===== src/dio_pkg.sv =====
// constants and types for the digit transfer and fault flag block
package dio_pkg;
  localparam logic [3:0] MDC_RESET      = 4'h8;
  localparam logic [3:0] MDC_MIN        = 4'h1;
  localparam logic [3:0] MDC_MAX        = 4'h8;
  localparam logic [3:0] ADDR_SCI_FIRST = 4'h0;
  localparam logic [3:0] ADDR_EXP_LS    = 4'h1;
  localparam logic [3:0] ADDR_SIGN      = 4'h2;
  localparam logic [3:0] ADDR_FP_FIRST  = 4'h2;
  localparam logic [3:0] ADDR_POINT     = 4'h3;
  localparam logic [3:0] ADDR_MANT      = 4'h4;
  localparam logic [3:0] ADDR_IDLE      = 4'h0;
  localparam logic [3:0] LAST_OFFSET    = 4'h3;
  localparam logic [3:0] POINT_TOP      = 4'hB;
  localparam logic [3:0] ENTRY_MAX      = 4'h8;
  localparam logic [1:0] BOOT_SKIP      = 2'h3;
  localparam logic [1:0] SAMPLE_WAIT    = 2'h2;
  localparam logic       SCI_RESET      = 1'b1;
  localparam int unsigned MANT_DIGITS   = 8;

  // instruction classes seen by this block
  typedef enum logic [3:0] {
    OP_NOP, OP_READ_MULTI, OP_WRITE_MULTI, OP_ENTRY_DIGIT, OP_SET_COUNT,
    OP_FAULT_CLEAR, OP_FAULT_TEST, OP_PUSH, OP_FUNC, OP_SET_SCI, OP_SET_FP
  } dio_op_t;

  typedef struct packed {
    dio_op_t    op;
    logic [3:0] arg;
  } dio_instr_t;

  // digit 0 is the most significant
  typedef logic [MANT_DIGITS-1:0][3:0] dio_mant_t;

  typedef struct packed {
    logic            mant_sign;
    logic            exp_sign;
    logic [1:0][3:0] exp_digits;
    dio_mant_t       mant;
    logic [3:0]      point_code;
    logic            below_one;
  } dio_num_t;
endpackage : dio_pkg


===== src/dio_sync.sv =====
// two-flop synchroniser for pin inputs
`timescale 1ns/1ps
`default_nettype none
module dio_sync #(
  parameter int unsigned W = 1
) (
  input  wire logic         ref_clk,
  input  wire logic         rst_b,
  input  wire logic [W-1:0] d,
  output logic      [W-1:0] q
);
  genvar i;
  // one pair per bit, first stage read only by the second
  generate
    for (i = 0; i < W; i++) begin : g_bit
      logic meta_reg;
      logic sync_reg;
      always_ff @(posedge ref_clk) begin
        if (!rst_b) begin
          meta_reg <= 1'b0;
          sync_reg <= 1'b0;
        end else begin
          meta_reg <= d[i];
          sync_reg <= meta_reg;
        end
      end
      assign q[i] = sync_reg;
    end
  endgenerate
endmodule : dio_sync
`default_nettype wire


===== src/dio_format_core.sv =====
// digit bus sequencing, number entry, fault flag and run control
`timescale 1ns/1ps
`default_nettype none
module dio_format_core (
  input  wire logic                ref_clk,
  input  wire logic                rst_b,
  input  wire dio_pkg::dio_instr_t instr_pins,
  input  wire logic                stall_pin,
  input  wire logic [3:0]          digit_read_bus,
  input  wire logic                fault_event,
  input  wire logic                err8_active,
  input  wire dio_pkg::dio_num_t   x_value,
  output logic                     ready,
  output logic                     fault_flag,
  output logic                     jump_taken_pulse,
  output logic [3:0]               digit_address_bus,
  output logic                     digit_addr_strobe_b,
  output logic [3:0]               digit_write_bus,
  output logic                     write_strobe_b,
  output var dio_pkg::dio_num_t    read_value,
  output var dio_pkg::dio_mant_t   x_mantissa,
  output logic [3:0]               point_index,
  output logic                     entry_active,
  output logic [3:0]               mant_count,
  output logic                     sci_mode
);
  import dio_pkg::*;

  typedef enum logic [2:0] {S_BOOT, S_FETCH, S_EXEC, S_ADDR, S_DATA, S_END} dio_state_t;

  logic [12:0] sync_q;
  dio_instr_t  instr_s;
  logic        stall_s;
  logic [3:0]  rd_s;
  dio_state_t  state_reg, state_next;
  dio_instr_t  instr_reg;
  logic [1:0]  boot_cnt_reg;
  logic [3:0]  addr_cnt_reg;
  logic [1:0]  wait_cnt_reg;
  logic        ain_reg, wr_reg;
  logic        fault_reg, jump_reg, ready_reg;
  logic [3:0]  addr_bus_reg, wbus_reg;
  logic        strobe_b_reg, wstrobe_b_reg;
  dio_num_t    read_reg;
  dio_mant_t   xm_reg;
  logic [3:0]  point_reg, entry_cnt_reg, mdc_reg;
  logic        entry_reg, sci_reg;
  logic [3:0]  last_addr;
  logic        is_exec, suppress, xfer_op, sample, last_hit;

  // pins cross in through two flops
  dio_sync #(.W(13)) u_sync (
    .ref_clk (ref_clk),
    .rst_b   (rst_b),
    .d       ({instr_pins, stall_pin, digit_read_bus}),
    .q       (sync_q)
  );
  assign instr_s = dio_instr_t'(sync_q[12:5]);
  assign stall_s = sync_q[4];
  assign rd_s    = sync_q[3:0];

  assign is_exec   = (state_reg == S_EXEC);
  assign last_addr = mdc_reg + LAST_OFFSET;
  assign suppress  = (instr_reg.op == OP_WRITE_MULTI) && err8_active;
  assign xfer_op   = (instr_reg.op == OP_READ_MULTI) || (instr_reg.op == OP_WRITE_MULTI);
  assign sample    = (state_reg == S_DATA) && (wait_cnt_reg == SAMPLE_WAIT);
  assign last_hit  = (addr_cnt_reg == last_addr);

  // outgoing digit for an address; packing per mode
  function automatic logic [3:0] out_digit(input logic [3:0] a);
    logic [3:0] d;
    logic [2:0] idx;
    idx = 3'(a - ADDR_MANT);
    d   = x_value.mant[idx];
    if (sci_reg && a == ADDR_SCI_FIRST)
      d = x_value.exp_digits[0];
    else if (sci_reg && a == ADDR_EXP_LS)
      d = x_value.exp_digits[1];
    else if (a == ADDR_SIGN)
      d = {x_value.mant_sign, 2'h0, sci_reg & x_value.exp_sign};
    else if (a == ADDR_POINT)
      d = sci_reg ? 4'h0 : (x_value.below_one ? POINT_TOP : x_value.point_code);
    else if (!sci_reg && x_value.below_one && idx == 3'h0)
      d = 4'h0;
    return d;
  endfunction : out_digit

  // sequencer next state
  always_comb begin
    state_next = state_reg;
    case (state_reg)
      S_BOOT:  if (boot_cnt_reg == BOOT_SKIP - 2'h1) state_next = S_FETCH;
      S_FETCH: if (!stall_s) state_next = S_EXEC;
      S_EXEC: begin
        if (xfer_op && !suppress)
          state_next = S_ADDR;
        else if (instr_reg.op == OP_ENTRY_DIGIT && entry_cnt_reg < ENTRY_MAX)
          state_next = S_ADDR;
        else
          state_next = S_FETCH;
      end
      S_ADDR:  state_next = S_DATA;
      S_DATA: begin
        if (wait_cnt_reg == SAMPLE_WAIT) begin
          if (ain_reg)       state_next = S_FETCH;
          else if (last_hit) state_next = S_END;
          else               state_next = S_ADDR;
        end
      end
      S_END:   state_next = S_FETCH;
      default: state_next = S_BOOT;
    endcase
  end

  // state, boot count and latched instruction
  always_ff @(posedge ref_clk) begin
    if (!rst_b) begin
      state_reg    <= S_BOOT;
      boot_cnt_reg <= 2'h0;
      instr_reg    <= '0;
    end else begin
      state_reg <= state_next;
      if (state_reg == S_BOOT) boot_cnt_reg <= boot_cnt_reg + 2'h1;
      if (state_reg == S_FETCH && !stall_s) instr_reg <= instr_s;
    end
  end

  // ready high while stalled or fetching
  always_ff @(posedge ref_clk) begin
    if (!rst_b) ready_reg <= 1'b0;
    else ready_reg <= stall_s || state_reg == S_FETCH || state_reg == S_BOOT;
  end

  // transfer bookkeeping
  always_ff @(posedge ref_clk) begin
    if (!rst_b) begin
      addr_cnt_reg <= ADDR_IDLE;
      wait_cnt_reg <= 2'h0;
      ain_reg      <= 1'b0;
      wr_reg       <= 1'b0;
    end else begin
      if (is_exec) begin
        ain_reg <= (instr_reg.op == OP_ENTRY_DIGIT);
        wr_reg  <= (instr_reg.op == OP_WRITE_MULTI);
        // start point per mode, entry uses its count
        addr_cnt_reg <= (instr_reg.op == OP_ENTRY_DIGIT) ? entry_cnt_reg :
                        (sci_reg ? ADDR_SCI_FIRST : ADDR_FP_FIRST);
      end
      if (state_reg == S_ADDR) wait_cnt_reg <= 2'h0;
      else if (state_reg == S_DATA) wait_cnt_reg <= wait_cnt_reg + 2'h1;
      if (sample && !ain_reg && !last_hit) addr_cnt_reg <= addr_cnt_reg + 4'h1;
    end
  end

  always_ff @(posedge ref_clk) begin
    if (!rst_b) begin
      addr_bus_reg <= ADDR_IDLE;
      strobe_b_reg <= 1'b1;
    end else begin
      case (state_reg)
        S_ADDR: begin
          addr_bus_reg <= addr_cnt_reg;
          strobe_b_reg <= 1'b0;
        end
        S_END: begin
          addr_bus_reg <= ADDR_IDLE;
          strobe_b_reg <= 1'b0;
        end
        default: strobe_b_reg <= 1'b1;
      endcase
    end
  end

  // write data set up with the address, strobe one cycle after
  always_ff @(posedge ref_clk) begin
    if (!rst_b) begin
      wbus_reg      <= 4'h0;
      wstrobe_b_reg <= 1'b1;
    end else begin
      if (state_reg == S_ADDR && wr_reg) wbus_reg <= out_digit(addr_cnt_reg);
      wstrobe_b_reg <= !(state_reg == S_DATA && wr_reg && wait_cnt_reg == 2'h0);
    end
  end

  // read capture; bus is sampled late to cover synchroniser delay
  always_ff @(posedge ref_clk) begin
    if (!rst_b) begin
      read_reg <= '0;
    end else if (sample && !ain_reg && !wr_reg) begin
      if (sci_reg && addr_cnt_reg == ADDR_SCI_FIRST)
        read_reg.exp_digits[0] <= rd_s;
      else if (sci_reg && addr_cnt_reg == ADDR_EXP_LS)
        read_reg.exp_digits[1] <= rd_s;
      else if (addr_cnt_reg == ADDR_SIGN) begin
        read_reg.mant_sign <= rd_s[3];
        read_reg.exp_sign  <= sci_reg & rd_s[0];
      end else if (addr_cnt_reg == ADDR_POINT) begin
        if (!sci_reg) read_reg.point_code <= rd_s;
      end else
        read_reg.mant[3'(addr_cnt_reg - ADDR_MANT)] <= rd_s;
    end
  end

  // number entry; a new number clears stale digits on its first digit
  always_ff @(posedge ref_clk) begin
    if (!rst_b) begin
      xm_reg        <= '0;
      point_reg     <= 4'h0;
      entry_reg     <= 1'b0;
      entry_cnt_reg <= 4'h0;
    end else if (sample && ain_reg) begin
      if (!entry_reg) xm_reg <= '0;
      xm_reg[entry_cnt_reg[2:0]] <= rd_s;
      entry_reg     <= 1'b1;
      entry_cnt_reg <= entry_cnt_reg + 4'h1;
      point_reg     <= entry_cnt_reg + 4'h1;
    end else if (is_exec && (instr_reg.op == OP_PUSH || instr_reg.op == OP_FUNC)) begin
      entry_reg     <= 1'b0;
      entry_cnt_reg <= 4'h0;
    end
  end

  always_ff @(posedge ref_clk) begin
    if (!rst_b) begin
      mdc_reg <= MDC_RESET;
      sci_reg <= SCI_RESET;
    end else if (is_exec) begin
      if (instr_reg.op == OP_SET_COUNT)
        mdc_reg <= (instr_reg.arg < MDC_MIN) ? MDC_MIN :
                   (instr_reg.arg > MDC_MAX) ? MDC_MAX : instr_reg.arg;
      if (instr_reg.op == OP_SET_SCI) sci_reg <= 1'b1;
      if (instr_reg.op == OP_SET_FP)  sci_reg <= 1'b0;
    end
  end

  // fault flag: a new error beats a clear in the same cycle
  always_ff @(posedge ref_clk) begin
    if (!rst_b) begin
      fault_reg <= 1'b0;
      jump_reg  <= 1'b0;
    end else begin
      if (fault_event) fault_reg <= 1'b1;
      else if (is_exec && instr_reg.op == OP_FAULT_CLEAR) fault_reg <= 1'b0;
      jump_reg <= is_exec && instr_reg.op == OP_FAULT_TEST && fault_reg;
    end
  end

  assign ready               = ready_reg;
  assign fault_flag          = fault_reg;
  assign jump_taken_pulse    = jump_reg;
  assign digit_address_bus   = addr_bus_reg;
  assign digit_addr_strobe_b = strobe_b_reg;
  assign digit_write_bus     = wbus_reg;
  assign write_strobe_b      = wstrobe_b_reg;
  assign read_value          = read_reg;
  assign x_mantissa          = xm_reg;
  assign point_index         = point_reg;
  assign entry_active        = entry_reg;
  assign mant_count          = mdc_reg;
  assign sci_mode            = sci_reg;
endmodule : dio_format_core
`default_nettype wire


===== config.mk =====
export PLATFORM = sky130hd
export DESIGN_NAME = dio_format_core
export DESIGN_NICKNAME = d
export VERILOG_FILES = /design/src/dio_pkg.sv /design/src/dio_sync.sv /design/src/dio_format_core.sv
export SDC_FILE = /design/constraint.sdc
export NUM_CORES = 1
export LEC_CHECK = 0
export BUFFER_PORTS_ARGS = -buffer_cell sky130_fd_sc_hd__buf_2
export CELL_PAD_IN_SITES_DETAIL_PLACEMENT = 1
export CELL_PAD_IN_SITES_GLOBAL_PLACEMENT = 1
export CORE_ASPECT_RATIO = 0.8
export CORE_UTILIZATION = 40
export DETAILED_ROUTE_END_ITERATION = 10
export GPL_TIMING_DRIVEN = 1
export PLACE_DENSITY = 0.9
export SLEW_MARGIN = 20
export SYNTH_ARGS = -nofsm -noshare
export SYNTH_HDL_FRONTEND = slang
export SYNTH_SLANG_ARGS = --single-unit

===== constraint.sdc =====
create_clock -name ref_clk -period 3.04 [get_ports ref_clk]
set_clock_uncertainty 0.1 [all_clocks]
set_input_delay 0.608 -clock ref_clk [delete_from_list [all_inputs] [get_ports ref_clk]]
set_output_delay 0.608 -clock ref_clk [all_outputs]
set_load 0.02 [all_outputs]

======== After elaboration in Yosys (flattened, before gate mapping) ========
Index checks and enable logic that the tools add are counted.
word-level totals
  flip-flop bits (word level) ............. 152
  bits of input ports ..................... 64
  logic and storage cells ................. 206
cells by class
  $add $sub $neg .......................... 6
  magnitude comparators ................... 7
  eq/ne operators ......................... 24
  muxes and demuxes ....................... 42
  bitwise operators ....................... 8
  reductions and logical operators ........ 52
operators with widths
  kind                                                                          number
  32-bit 2-to-1 mux                                                             3
  4-bit 2-to-1 mux                                                              17
  32-bit bitwise mux                                                            2
  4-bit demux with 3-bit select                                                 2
  1-bit logical AND                                                             22
  3-bit case mux with 6 select lines                                            1
  4-bit by 2-bit == test with 1-bit output, second input constant               4
  4-bit by 3-bit == test with 1-bit output, second input constant               4
  3-bit 2-to-1 mux                                                              5
  4-bit binary-select mux with 3-bit select                                     1
  4-bit == test, second input constant                                          3
  2-bit nonzero test                                                            5
  4-bit by 1-bit adder with 4-bit output, second input constant                 2
  4-bit by 1-bit == test with 1-bit output, second input constant               2
  3-bit by 4-bit less-than comparator with 1-bit output, second input constant  2
  4-bit case mux with 2 select lines                                            1
  1-bit logical NOT                                                             7
  1-bit 2-to-1 mux                                                              7
  3-bit by 2-bit == test with 1-bit output, second input constant               2
  3-bit == test, second input constant                                          2
  3-bit by 1-bit >= comparator with 1-bit output, second input constant         2
  3-bit logical NOT                                                             2
  2-bit 2-to-1 mux                                                              3
  2-bit != test, second input constant                                          3
  other kinds (20)                                                              35

======== Depth between registers and ports, before layout ========
Gate-level depths: netlist of run 1.
  depth in word-level cells ............... 8
  depth in mapped cells ................... 9

======== Cells and area by module ========
Synthesis of run 1 repeated with hierarchy kept, for this count alone.
second synthesis, totals
  cells, all modules ...................... 758
  area total of the unflattened synthesis .. 6822.8 um^2
modules (own cells, without submodules)
  module           times used  cells each  area each (um^2)  sequential area each (um^2)
  dio_format_core  1           691         5994.5            2522.4
  dio_sync         1           67          828.3             520.5

======== Least setup slack after synthesis of run 1 ========
OpenSTA, ideal clock, no wires.
  kind .................................... flip-flop to flip-flop
  start point ............................. reg addr_cnt_reg[0]
  end point ............................... reg read_reg (netlist bit read_value[29])
  setup time .............................. 0.128 ns
  arrival ................................. 2.143 ns
  required time ........................... 2.812 ns
  slack ................................... 0.669 ns
  cell stages (with the launch flop) ...... 10
  path buffers ............................ 2
  cell sequence ........................... dfxtp_1 -> buf_4 -> buf_6 -> clkinv_1 -> ha_1 -> a21oi_1 -> o22ai_2 -> nor4_4 -> mux2i_1 -> nor2_1
on the way
  cells in the longest elaborated chain, start to end .. 6
RTL lines
  item                                                                                                                                                  line                    text
  start: declaration                                                                                                                                    dio_format_core.sv:38   logic [3:0] addr_cnt_reg;
  start signal: assignment                                                                                                                              dio_format_core.sv:146  addr_cnt_reg <= (instr_reg.op == OP_ENTRY_DIGIT) ? entry_cnt_reg :
  start signal: assignment                                                                                                                              dio_format_core.sv:151  if (sample && !ain_reg && !last_hit) addr_cnt_reg <= addr_cnt_reg + 4'h1;
  3-bit subtractor                                                                                                                                      dio_format_core.sv:200  read_reg.mant[3'(addr_cnt_reg - ADDR_MANT)] <= rd_s;
  3-bit by 4-bit less-than comparator with 1-bit output (implied by the code) / 3-bit by 1-bit >= comparator with 1-bit output (equally long branches)  dio_format_core.sv:200
  1-bit logical AND (implied by the code)                                                                                                               dio_format_core.sv:200
  4-bit 2-to-1 mux (implied by the code)                                                                                                                dio_format_core.sv:200
  4-bit demux with 3-bit select                                                                                                                         dio_format_core.sv:200
  32-bit bitwise mux                                                                                                                                    dio_format_core.sv:200
  end: declaration                                                                                                                                      dio_format_core.sv:44   dio_num_t read_reg;
Parallel ways exist; a longest one is shown, timed or not.
A chain may end at the register's enable or synchronous reset.

======== Worst setup path in the final report of run 1 ========
  start point ............................. reg addr_cnt_reg[0]
  end point ............................... reg read_reg (netlist bit read_value[30])
Same word-level chain as after synthesis.

==> results of run 1 <==
==> layer usage <==
metal | part of all wire, % | up-vias | global-route usage, %
li1 | - | 2834 | -
met1 | 43 | 2917 | 31.5
met2 | 48 | 212 | 44.6
met3 | 6.5 | 33 | 6.84
met4 | 1.9 | 0 | 9.47
met5 | 0 | - | 0
==> final cells by class <==
class,count,area (sq um),area share (%)
well taps,215,269,3.28
clock inverters,15,236,2.88
repair buffers,180,953,11.6
flip-flops and latches,152,3040,37.1
clock buffers,17,425,5.18
inverters,17,65.1,0.792
multi-input cells,504,3220,39.2
==> cells in the mapped netlist (6+ instances only) <==
library cell  number  area (sq um)
a22oi_1            8          60.1
buf_2             11          55.1
xnor2_1            6          52.6
nor3_1            14          70.1
nor2_1            98           368
ha_1               9           113
a211oi_1           7          52.6
clkbuf_1          35           131
nand4_1           11          68.8
o21ai_0           13          65.1
a21oi_1           70           350
nand2_1           59           221
nand3_1           41           205
mux4_2             8           180
nor4_4             6           128
a31oi_1           10          62.6
inv_1             14          52.6
dfxtp_1          152          3040
and2_1            29           181
nor2b_1            6          37.5
mux2i_1           44           440
==> placed cells by master, fill, tap and decap left out, drive strengths merged, types with 10 or more instances in the layout <==
cell type	n
o21ai	13
and2	29
a21oi	71
nor2	98
dfxtp	152
nand4	11
nand2	60
mux2i	44
inv	22
buf	180
a31oi	10
clkbuf	17
nor3	16
nand3	42
==> metrics by stage <==
stage | utilization, % | worst slack [ns] | hold slack [ns] | instance area (sq um)
6_report | 51.6 | 0.304 | 0.284 | 8210
5_1_grt | 51.6 | 0.101 | 0.278 | 8210
4_1_cts | 51.6 | 0.309 | 0.268 | 8210
3_5_place_dp | 47.5 | 0.379 | 0.320 | 7550
3_3_place_gp | 47.5 | 0.518 | 0.313 | 7550
2_1_floorplan | - | 0.669 | 0.312 | 6570
==> worst paths after layout <==
| path | slack [ns] | start | endpoint |
|---|---|---|---|
| max | 0.30 | addr_cnt_reg[0]$_SDFFE_PN0P_ | read_value[30]$_SDFFE_PN0P_ |
| min | 0.28 | digit_read_bus[1] | u_sync.g_bit[1].meta_reg$_SDFF_PN0_ |
| max reg2reg | 0.30 | addr_cnt_reg[0]$_SDFFE_PN0P_ | read_value[30]$_SDFFE_PN0P_ |
| min reg2reg | 0.34 | u_sync.g_bit[9].meta_reg$_SDFF_PN0_ | u_sync.g_bit[9].sync_reg$_SDFF_PN0_ |
==> logic make-up (layout without fill, tap and decap cells) <==
logic type	Yosys count	count (layout)
compound gates	135	135
flops	152	152
mux	52	52
fa+ha+maj	9	9
buf+inv	70	229
simple gates	297	297
other cells	1	1
xor+xnor	10	10
==> power groups by stage <==
stage,registers (W),logic [W],clock network [W]
2_1_floorplan,0.00213,0.000432,0
3_3_place_gp,0.00218,0.000539,0
3_5_place_dp,0.00218,0.000558,0
4_1_cts,0.00214,0.000583,0.00243
5_1_grt,0.00215,0.000637,0.00253
6_report,0.00215,0.000586,0.00239
==> summary.txt, run 1 <==
Synthesis
  • Main combinational cell family by area after synthesis: simple AND/OR/NAND/NOR gates
  • Async SR Flop Fraction: 0%
  • Post-synthesis sequential area ratio: 46.4%
  • Syn_nets: 799
  • YS warnings: 0
  • XOR/XNOR share of the synthesized area: 1.54%
  • Yosys reg bits: 152
  • Top_reg_cell synth: dfxtp_1
  • Compound-Gate Fraction of Synth Area: 12.5%
  • Post-synthesis cell count: 726
  • Count of cell types in the netlist: 64
  • Post-synthesis simple-gate area fraction: 23.8%
  • Mean Syn Cell Area: roughly 9.0 sq um
  • Synth Area in Adders: 1.72%
  • Post-synthesis mux area share: 9.45%
  • Synthesized cell area: 6570 sq um
  • Post-synth EDFFs: 0

Setup path
  • Critical Path RT: 3.24 ns
  • Peak fanout along the critical path: 9
  • CP delay by family, top: flip-flops
  • Crit-path cells: clkinv_1 > ha_1 > a21oi_1 > o22ai_2 > nor4_4 > mux2i_1 > nor2_1
  • Highest cell delay on the worst timing path: 0.48 ns
  • Critical Path End Type: register
  • Crit path buf inv count: 1
  • Slowest cell on the critical path: dfxtp_1
  • Worst path arrival time: 2.94 ns
  • Stages on worst setup path: 7
  • CP startpoint kind: register
  • Crit path kind: register to register
  • Worst r2r path cells: 7

GRT
  • Total track usage: between 20 and 30%
  • Global-route wire length before repair: roughly 34 mm
  • Initial antenna violation count: 0
  • Vias in the first global route: 6175
  • Total gr overflow: 0
  • Largest net degree at the start of global routing: 52

Pwr
  • Combinational Power Share: a little under an eighth
  • Reg power frac: a little over two fifths
  • Sw Share: 26.8%
  • Max VDD drop: 0.472 mV
  • Clk pwr share: 46.6%
  • Internal Pwr Total: 0.00375 W
  • Leakage power: around 3.4 nW
  • Sw Pwr: 0.00137 W
  • PD cells: approximately 620 nW/um^2
  • Total Power: just over 0.005 W

Die
  • Die footprint: 16900 sq um
  • I/O Pins: approximately 170
  • Floorplan core area: 15900 sq um
  • Starting Density: 41.3%
  • FP Rows: 41
  • Die width: 145 um
  • Die height: 117 um

Drt
  • Iteration-0 DRC count of the detailed router: between 300 and 400
  • WL final: approximately 21 mm
  • Drt first pass iters: 4
  • Detail Route Antenna Nets: 0
  • Routed len/inst: ~19 um
  • Remaining routing DRC violations: 0
  • DR vias: 5996
  • Vias/cell: 5.45

Finish
  • FILL cells: 1914
  • Synthesis-to-finish area growth: 25.1%
  • Max FFs per register: 46
  • Share of post-route cells with drive strength above 1: ~27%
  • Ant diodes: 0
  • Final std cells w/o fill: 1100
  • NumNets Final: 945

Placed design
  • Port bufs: roughly 160
  • Post-Place Cells: about 1100
  • Detailed Place HPWL: 14.6 mm
  • RD Place Congestion: 0.858

Timing
  • Setup tns final: 0 ns
  • Worst slew margin: 36.2%
  • RSZ-0062 raised after global routing: no
  • Worst-Margin Slew: 0.958 ns
  • Post-layout minimum cycle time: 2.74 ns
  • Final Slew Violations: 0
  • Endpoints failing setup: 0
  • Fin. Hold Viols: 0
  • Fin crit share: 90.0%
  • Fmax: 365 MHz

CTS
  • Clk sinks: 152
  • Latest clock arrival within the worst-skew pair: 0.43 ns
  • CTS tree: yes
  • Post-CTS setup buffer count: 0
  • Htree depth: 4
  • Clock Pin Slew Worst Setup and Hold Paths: around 0.060 ns
  • Resized cells post-CTS: 0
  • Clk Tree Root Cell: clkbuf_16
  • CTS buffer count: 17
  • # hold bufs at CTS: 0
  • Clock tree buffer depth: 2

Run
  • Max-Cap Viols: 0

Worst hold path
  • Worst Hold Depth: 2
  • HP Class: primary input to register

Outcome
  • Status: complete, no violations
Note: power is estimated with default switching activity, not from simulation.
==> inputs of run 2 (changes only) <==
- CORE_UTILIZATION: 40 -> 32
- PLACE_DENSITY: 0.9 -> 0.77
==> summary.txt, run 2 (synthesized netlist as in run 1, its figures left out) <==
Outcome
  • Status: complete, no violations

CTS
  • Latest clock arrival within the worst-skew pair: between 0.4 and 0.5 ns
  • CTS buffer count: 17
  • CTS tree: yes
  • # hold bufs at CTS: 0
  • Htree depth: 4
  • Clk sinks: ~150
  • Clock Pin Slew Worst Setup and Hold Paths: 0.07 ns
  • Clock tree buffer depth: 2
  • Clk Tree Root Cell: clkbuf_16
  • Resized cells post-CTS: 0
  • Post-CTS setup buffer count: 0

GRT
  • Total track usage: 20.2%
  • Vias in the first global route: 6020
  • Largest net degree at the start of global routing: 57
  • Total gr overflow: 0
  • Initial antenna violation count: 0
  • Global-route wire length before repair: 32.8 mm

Setup path
  • Worst r2r path cells: 7
  • Slowest cell on the critical path: ha_1
  • Reg2reg setup slack: 0.54 ns
  • Critical Path End Type: register
  • Reg-to-reg critical path endpoint: read_value[36]$_SDFFE_PN0P_
  • Crit path kind: register to register
  • Critical Path RT: 3.25 ns
  • Worst setup path start: addr_cnt_reg[0]$_SDFFE_PN0P_
  • Worst r2r src: addr_cnt_reg[0]$_SDFFE_PN0P_
  • Worst path arrival time: between 2 and 3 ns
  • Crit-path cells: clkinv_1 > ha_1 > a21oi_1 > o22ai_2 > nor4_4 > mux2i_1 > nor2_1
  • Highest cell delay on the worst timing path: roughly 0.47 ns
  • Peak fanout along the critical path: 9
  • CP startpoint kind: register

Timing
  • Fin worst setup slack: 0.536 ns
  • Post-layout minimum cycle time: 2.50 ns
  • RSZ-0062 raised after global routing: no
  • Worst slew margin: between 30% and 40%
  • Final Slew Violations: 0
  • Fin. Hold Viols: 0
  • Setup tns final: 0 ns
  • Fin crit share: just over 80%
  • Fmax: 399 MHz
  • Endpoints failing setup: 0
  • Worst-Margin Slew: slightly below 1 ns

Die
  • I/O Pins: 166
  • Die width: 162 um
  • Die height: 130 um
  • Starting Density: 32.9%
  • Floorplan core area: 20000 sq um
  • FP Rows: 46
  • Die footprint: ~21000 sq um

Drt
  • Remaining routing DRC violations: 0
  • Detail Route Antenna Nets: 0
  • Vias/cell: around 5.1
  • Routed len/inst: between 15 and 20 um
  • WL final: 21.0 mm
  • DR vias: between 5000 and 6000
  • Drt first pass iters: 4
  • Iteration-0 DRC count of the detailed router: roughly 300

Finish
  • Commonest cells after routing, fill and taps aside: 164 x buf_2, 152 x dfxtp_1, 98 x nor2_1
  • FILL cells: 2378
  • Ant diodes: 0
  • Layout Utilization: 41.1%
  • Share of post-route cells with drive strength above 1: 27.3%
  • Synthesis-to-finish area growth: 25.2%
  • NumNets Final: 945
  • Max FFs per register: 46
  • Most common cell after layout, fill and taps aside: buf_2

Placed design
  • RD Place Congestion: 0.836
  • Port bufs: 164
  • Detailed Place HPWL: ~15 mm
  • Worst slack, placed: between 0.5 and 0.6 ns

Pwr
  • PD cells: between 500 and 600 nW/um^2
  • Max VDD drop: 0.278 mV
  • Leakage power: 3.41 nW

Worst hold path
  • Worst Hold Depth: 2
  • HP Class: primary input to register
  • Hold Path End: u_sync.g_bit[4].meta_reg$_SDFF_PN0_
  • Hold Startpoint: stall_pin

Run
  • Max-Cap Viols: 0
## run 2: cell count changes in the layout (fill, tap and decap cells not counted), sizes merged
cell,previous run,this run
inv,22,24
bufinv,5,2
clkinv,5,2
clkinvlp,0,4
## run 2: how the worst max path moves through the flow
stage                                       end  slack, ns  cells past startpoint
global route        read_value[12]$_SDFFE_PN0P_       0.36                      7
floorplan           read_value[29]$_SDFFE_PN0P_       0.67                      9
CTS                 read_value[26]$_SDFFE_PN0P_       0.53                      7
finish              read_value[36]$_SDFFE_PN0P_       0.54                      7
detailed placement  read_value[21]$_SDFFE_PN0P_       0.58                      7
global placement    read_value[27]$_SDFFE_PN0P_       0.73                      7
## run 2: layout make-up
type | count | area [sq um] | share of cell area, %
clock buffers | 17 | 425 | 5.18
clock inverters | 15 | 181 | 2.21
inverters | 17 | 65.1 | 0.792
multi-input cells | 504 | 3220 | 39.2
flip-flops and latches | 152 | 3040 | 37.0
well taps | 264 | 330 | 4.02
repair buffers | 180 | 953 | 11.6
## run 2: report_power, final
group / internal, W / total, W / switching [W]
clock: 0.00125 / 0.00221 / 0.000959
sequential: 0.00205 / 0.00214 / 0.0000859
combinational: 0.000215 / 0.000567 / 0.000352
## run 2: per-stage QoR
stage                     area [sq um]  cells  hold slack, ns  power [W]
final                             8220   1149           0.281    0.00491
after global routing              8220   1149           0.263    0.00512
after CTS                         8220   1149           0.263    0.00495
after detailed placement          7610   1117           0.321    0.00274
after global placement            7610   1117           0.315    0.00272
after floorplan                   6570    726           0.312    0.00257
## run 2: worst max-delay path: cells and delay by family, from the launching register on
kind	cells	cell delay, ns
AOI/OAI and AO/OA	2	0.43
DFF	1	0.34
muxes	1	0.25
buffers and inverters	1	0.35
and+or+nand+nor	2	0.45
adders and majority gates	1	0.47
## run 2: layer usage
layer	vias up	track usage, %	routed length, um
met1	2808	26.2	10000
met3	16	4.99	1070
met5	-	0	0
met2	158	33.4	9640
li1	2833	-	-
met4	0	5.49	233
==> inputs of run 3 (changes only) <==
- PLACE_DENSITY: 0.77 -> 0.79
- clock period: 3.04 -> 2.3 ns (I/O delays scaled with it)
==> summary.txt, run 3 (synthesized netlist as in run 1, its figures left out) <==
CTS
  • CTS tree: yes
  • # hold bufs at CTS: 0
  • Htree depth: 4
  • CTS buffer count: 17
  • Clk sinks: between 150 and 200
  • Latest clock arrival within the worst-skew pair: 0.42 ns
  • Clock tree buffer depth: 2
  • Clk Tree Root Cell: clkbuf_16
  • Clock Pin Slew Worst Setup and Hold Paths: 0.07 ns

Drt
  • Drt first pass iters: 4
  • Remaining routing DRC violations: 0
  • Vias/cell: 5.02
  • DR vias: 5877
  • Detail Route Antenna Nets: 0
  • WL final: 21.0 mm
  • Routed len/inst: 17.9 um
  • Iteration-0 DRC count of the detailed router: approximately 340

Finish
  • Synthesis-to-finish area growth: 28.9%
  • Final std cells w/o fill: 1171
  • Footprint of the multi-input gates: 3260 sq um
  • Reg area: 3040 sq um
  • Design Area, Final: 8460 sq um
  • NumNets Final: between 900 and 1000
  • Most common cell after layout, fill and taps aside: buf_2
  • Ant diodes: 0
  • Commonest cells after routing, fill and taps aside: 164 x buf_2, 151 x dfxtp_1, 97 x nor2_1
  • Share of post-route cells with drive strength above 1: 30.0%
  • Max FFs per register: 46
  • FILL cells: 2371

Placed design
  • Port bufs: 164
  • Worst slack, placed: 0.0290 ns
  • Detailed Place HPWL: 15.3 mm
  • Placed Area: 7740 sq um
  • RD Place Congestion: 0.843
  • Post-Place Cells: 1132

Timing
  • Setup tns final: 0 ns
  • Endpoints failing setup: 0
  • Fin worst setup slack: 0.0313 ns
  • Fin. Hold Viols: 0
  • Post-layout minimum cycle time: between 2 and 2.5 ns
  • RSZ-0062 raised after global routing: yes
  • Worst-Margin Slew: 0.557 ns
  • Final Slew Violations: 0
  • Fmax: 441 MHz
  • Fin crit share: 98.6%
  • Worst slew margin: 62.3%
  • Hold Worst Slack: 0.137 ns

Pwr
  • Leakage power: between 3 and 4 nW
  • Sw Pwr: 0.00179 W
  • Reg power frac: a little over two fifths
  • Max VDD drop: 0.379 mV
  • Combinational Power Share: 12.4%
  • Internal Pwr Total: 0.00479 W
  • PD cells: 779 nW/um^2
  • Sw Share: 27.2%
  • Clk pwr share: 45.3%

Worst hold path
  • HP Class: primary input to register

Die
  • Die footprint: about 21000 sq um
  • Floorplan core area: roughly 20000 sq um
  • Die width: 162 um
  • Starting Density: 32.9%
  • I/O Pins: 166
  • Die height: 130 um
  • FP Rows: 46

Setup path
  • CP startpoint kind: register
  • Critical Path RT: 2.51 ns
  • Worst path arrival time: 2.48 ns
  • Critical Path End Type: register
  • Peak fanout along the critical path: 7
  • Crit path kind: register to register

GRT
  • Total gr overflow: 0
  • Total track usage: 20.2%
  • Initial antenna violation count: 0
  • Vias in the first global route: between 5000 and 6000
  • Global-route wire length before repair: 32.4 mm
  • Largest net degree at the start of global routing: 54

Outcome
  • Status: complete, no violations

Run
  • Max-Cap Viols: 0
[run 3: cell types whose count changed in the layout (fill, tap and decap cells not counted), moves of 2 or more]
cell	previous run	this run
clkinv_4	0	2
a21oi_1	70	68
nor3_4	1	3
a21oi_2	1	3
buf_4	15	36
inv_8	5	2
[run 3: final timing paths]
path	from	end	slack (ns)	cells after the start
setup reg to reg	wait_cnt_reg[0]$_SDFFE_PP0P_	read_value[36]$_SDFFE_PN0P_	0.03	8
setup / recovery	wait_cnt_reg[0]$_SDFFE_PP0P_	read_value[36]$_SDFFE_PN0P_	0.03	8
hold reg to reg	u_sync.g_bit[9].meta_reg$_SDFF_PN0_	u_sync.g_bit[9].sync_reg$_SDFF_PN0_	0.33	1
hold / removal	instr_pins[1]	u_sync.g_bit[6].meta_reg$_SDFF_PN0_	0.14	2
[run 3: per-layer routing]
| layer | vias up | routed length, um | global-route usage (%) |
|---|---|---|---|
| met5 | - | 0 | 0 |
| met1 | 2814 | 9800 | 26.5 |
| li1 | 2880 | - | - |
| met4 | 0 | 182 | 5.94 |
| met3 | 12 | 1240 | 4.93 |
| met2 | 171 | 9760 | 32.8 |
[run 3: area by class of cell]
| type | instances | share of cell area, % |
|---|---|---|
| multi-input combinational | 504 | 38.6 |
| sequential | 152 | 36.0 |
| timing repair buffer | 202 | 13.4 |
| clock buffer | 18 | 5.19 |
| tap | 264 | 3.90 |
| clock inverter | 14 | 2.22 |
| inverter | 17 | 0.784 |
[run 3: metrics by stage]
stage | total power, W | util [%]
after floorplan | 0.00339 | -
after global placement | 0.00363 | 38.8
after detailed placement | 0.00366 | 38.8
after CTS | 0.00664 | 41.9
after global routing | 0.00687 | 42.4
final | 0.00659 | 42.4
[run 3: power groups by stage]
stage / combinational [W] / clock (W) / sequential [W]
after floorplan: 0.000572 / 0 / 0.00282
after global placement: 0.000790 / 0 / 0.00284
after detailed placement: 0.000812 / 0 / 0.00285
after CTS: 0.000816 / 0.00304 / 0.00279
after global routing: 0.000906 / 0.00316 / 0.00280
final: 0.000817 / 0.00298 / 0.00279
[run 3: repair_timing]
action                                  4_1_cts  5_1_grt
endpoints found under the setup margin        0       57
setup buffers                                 0        7
gates resized for setup                       0        9
[run 3: critical path, stage by stage, from the launching register on]
cell,delay (ns)
dfxtp_1,0.33
inv_1,0.08
ha_1,0.27
and4bb_2,0.42
nand3_1,0.17
nor4_4,0.35
buf_4,0.19
mux2i_1,0.18
nor2_1,0.06
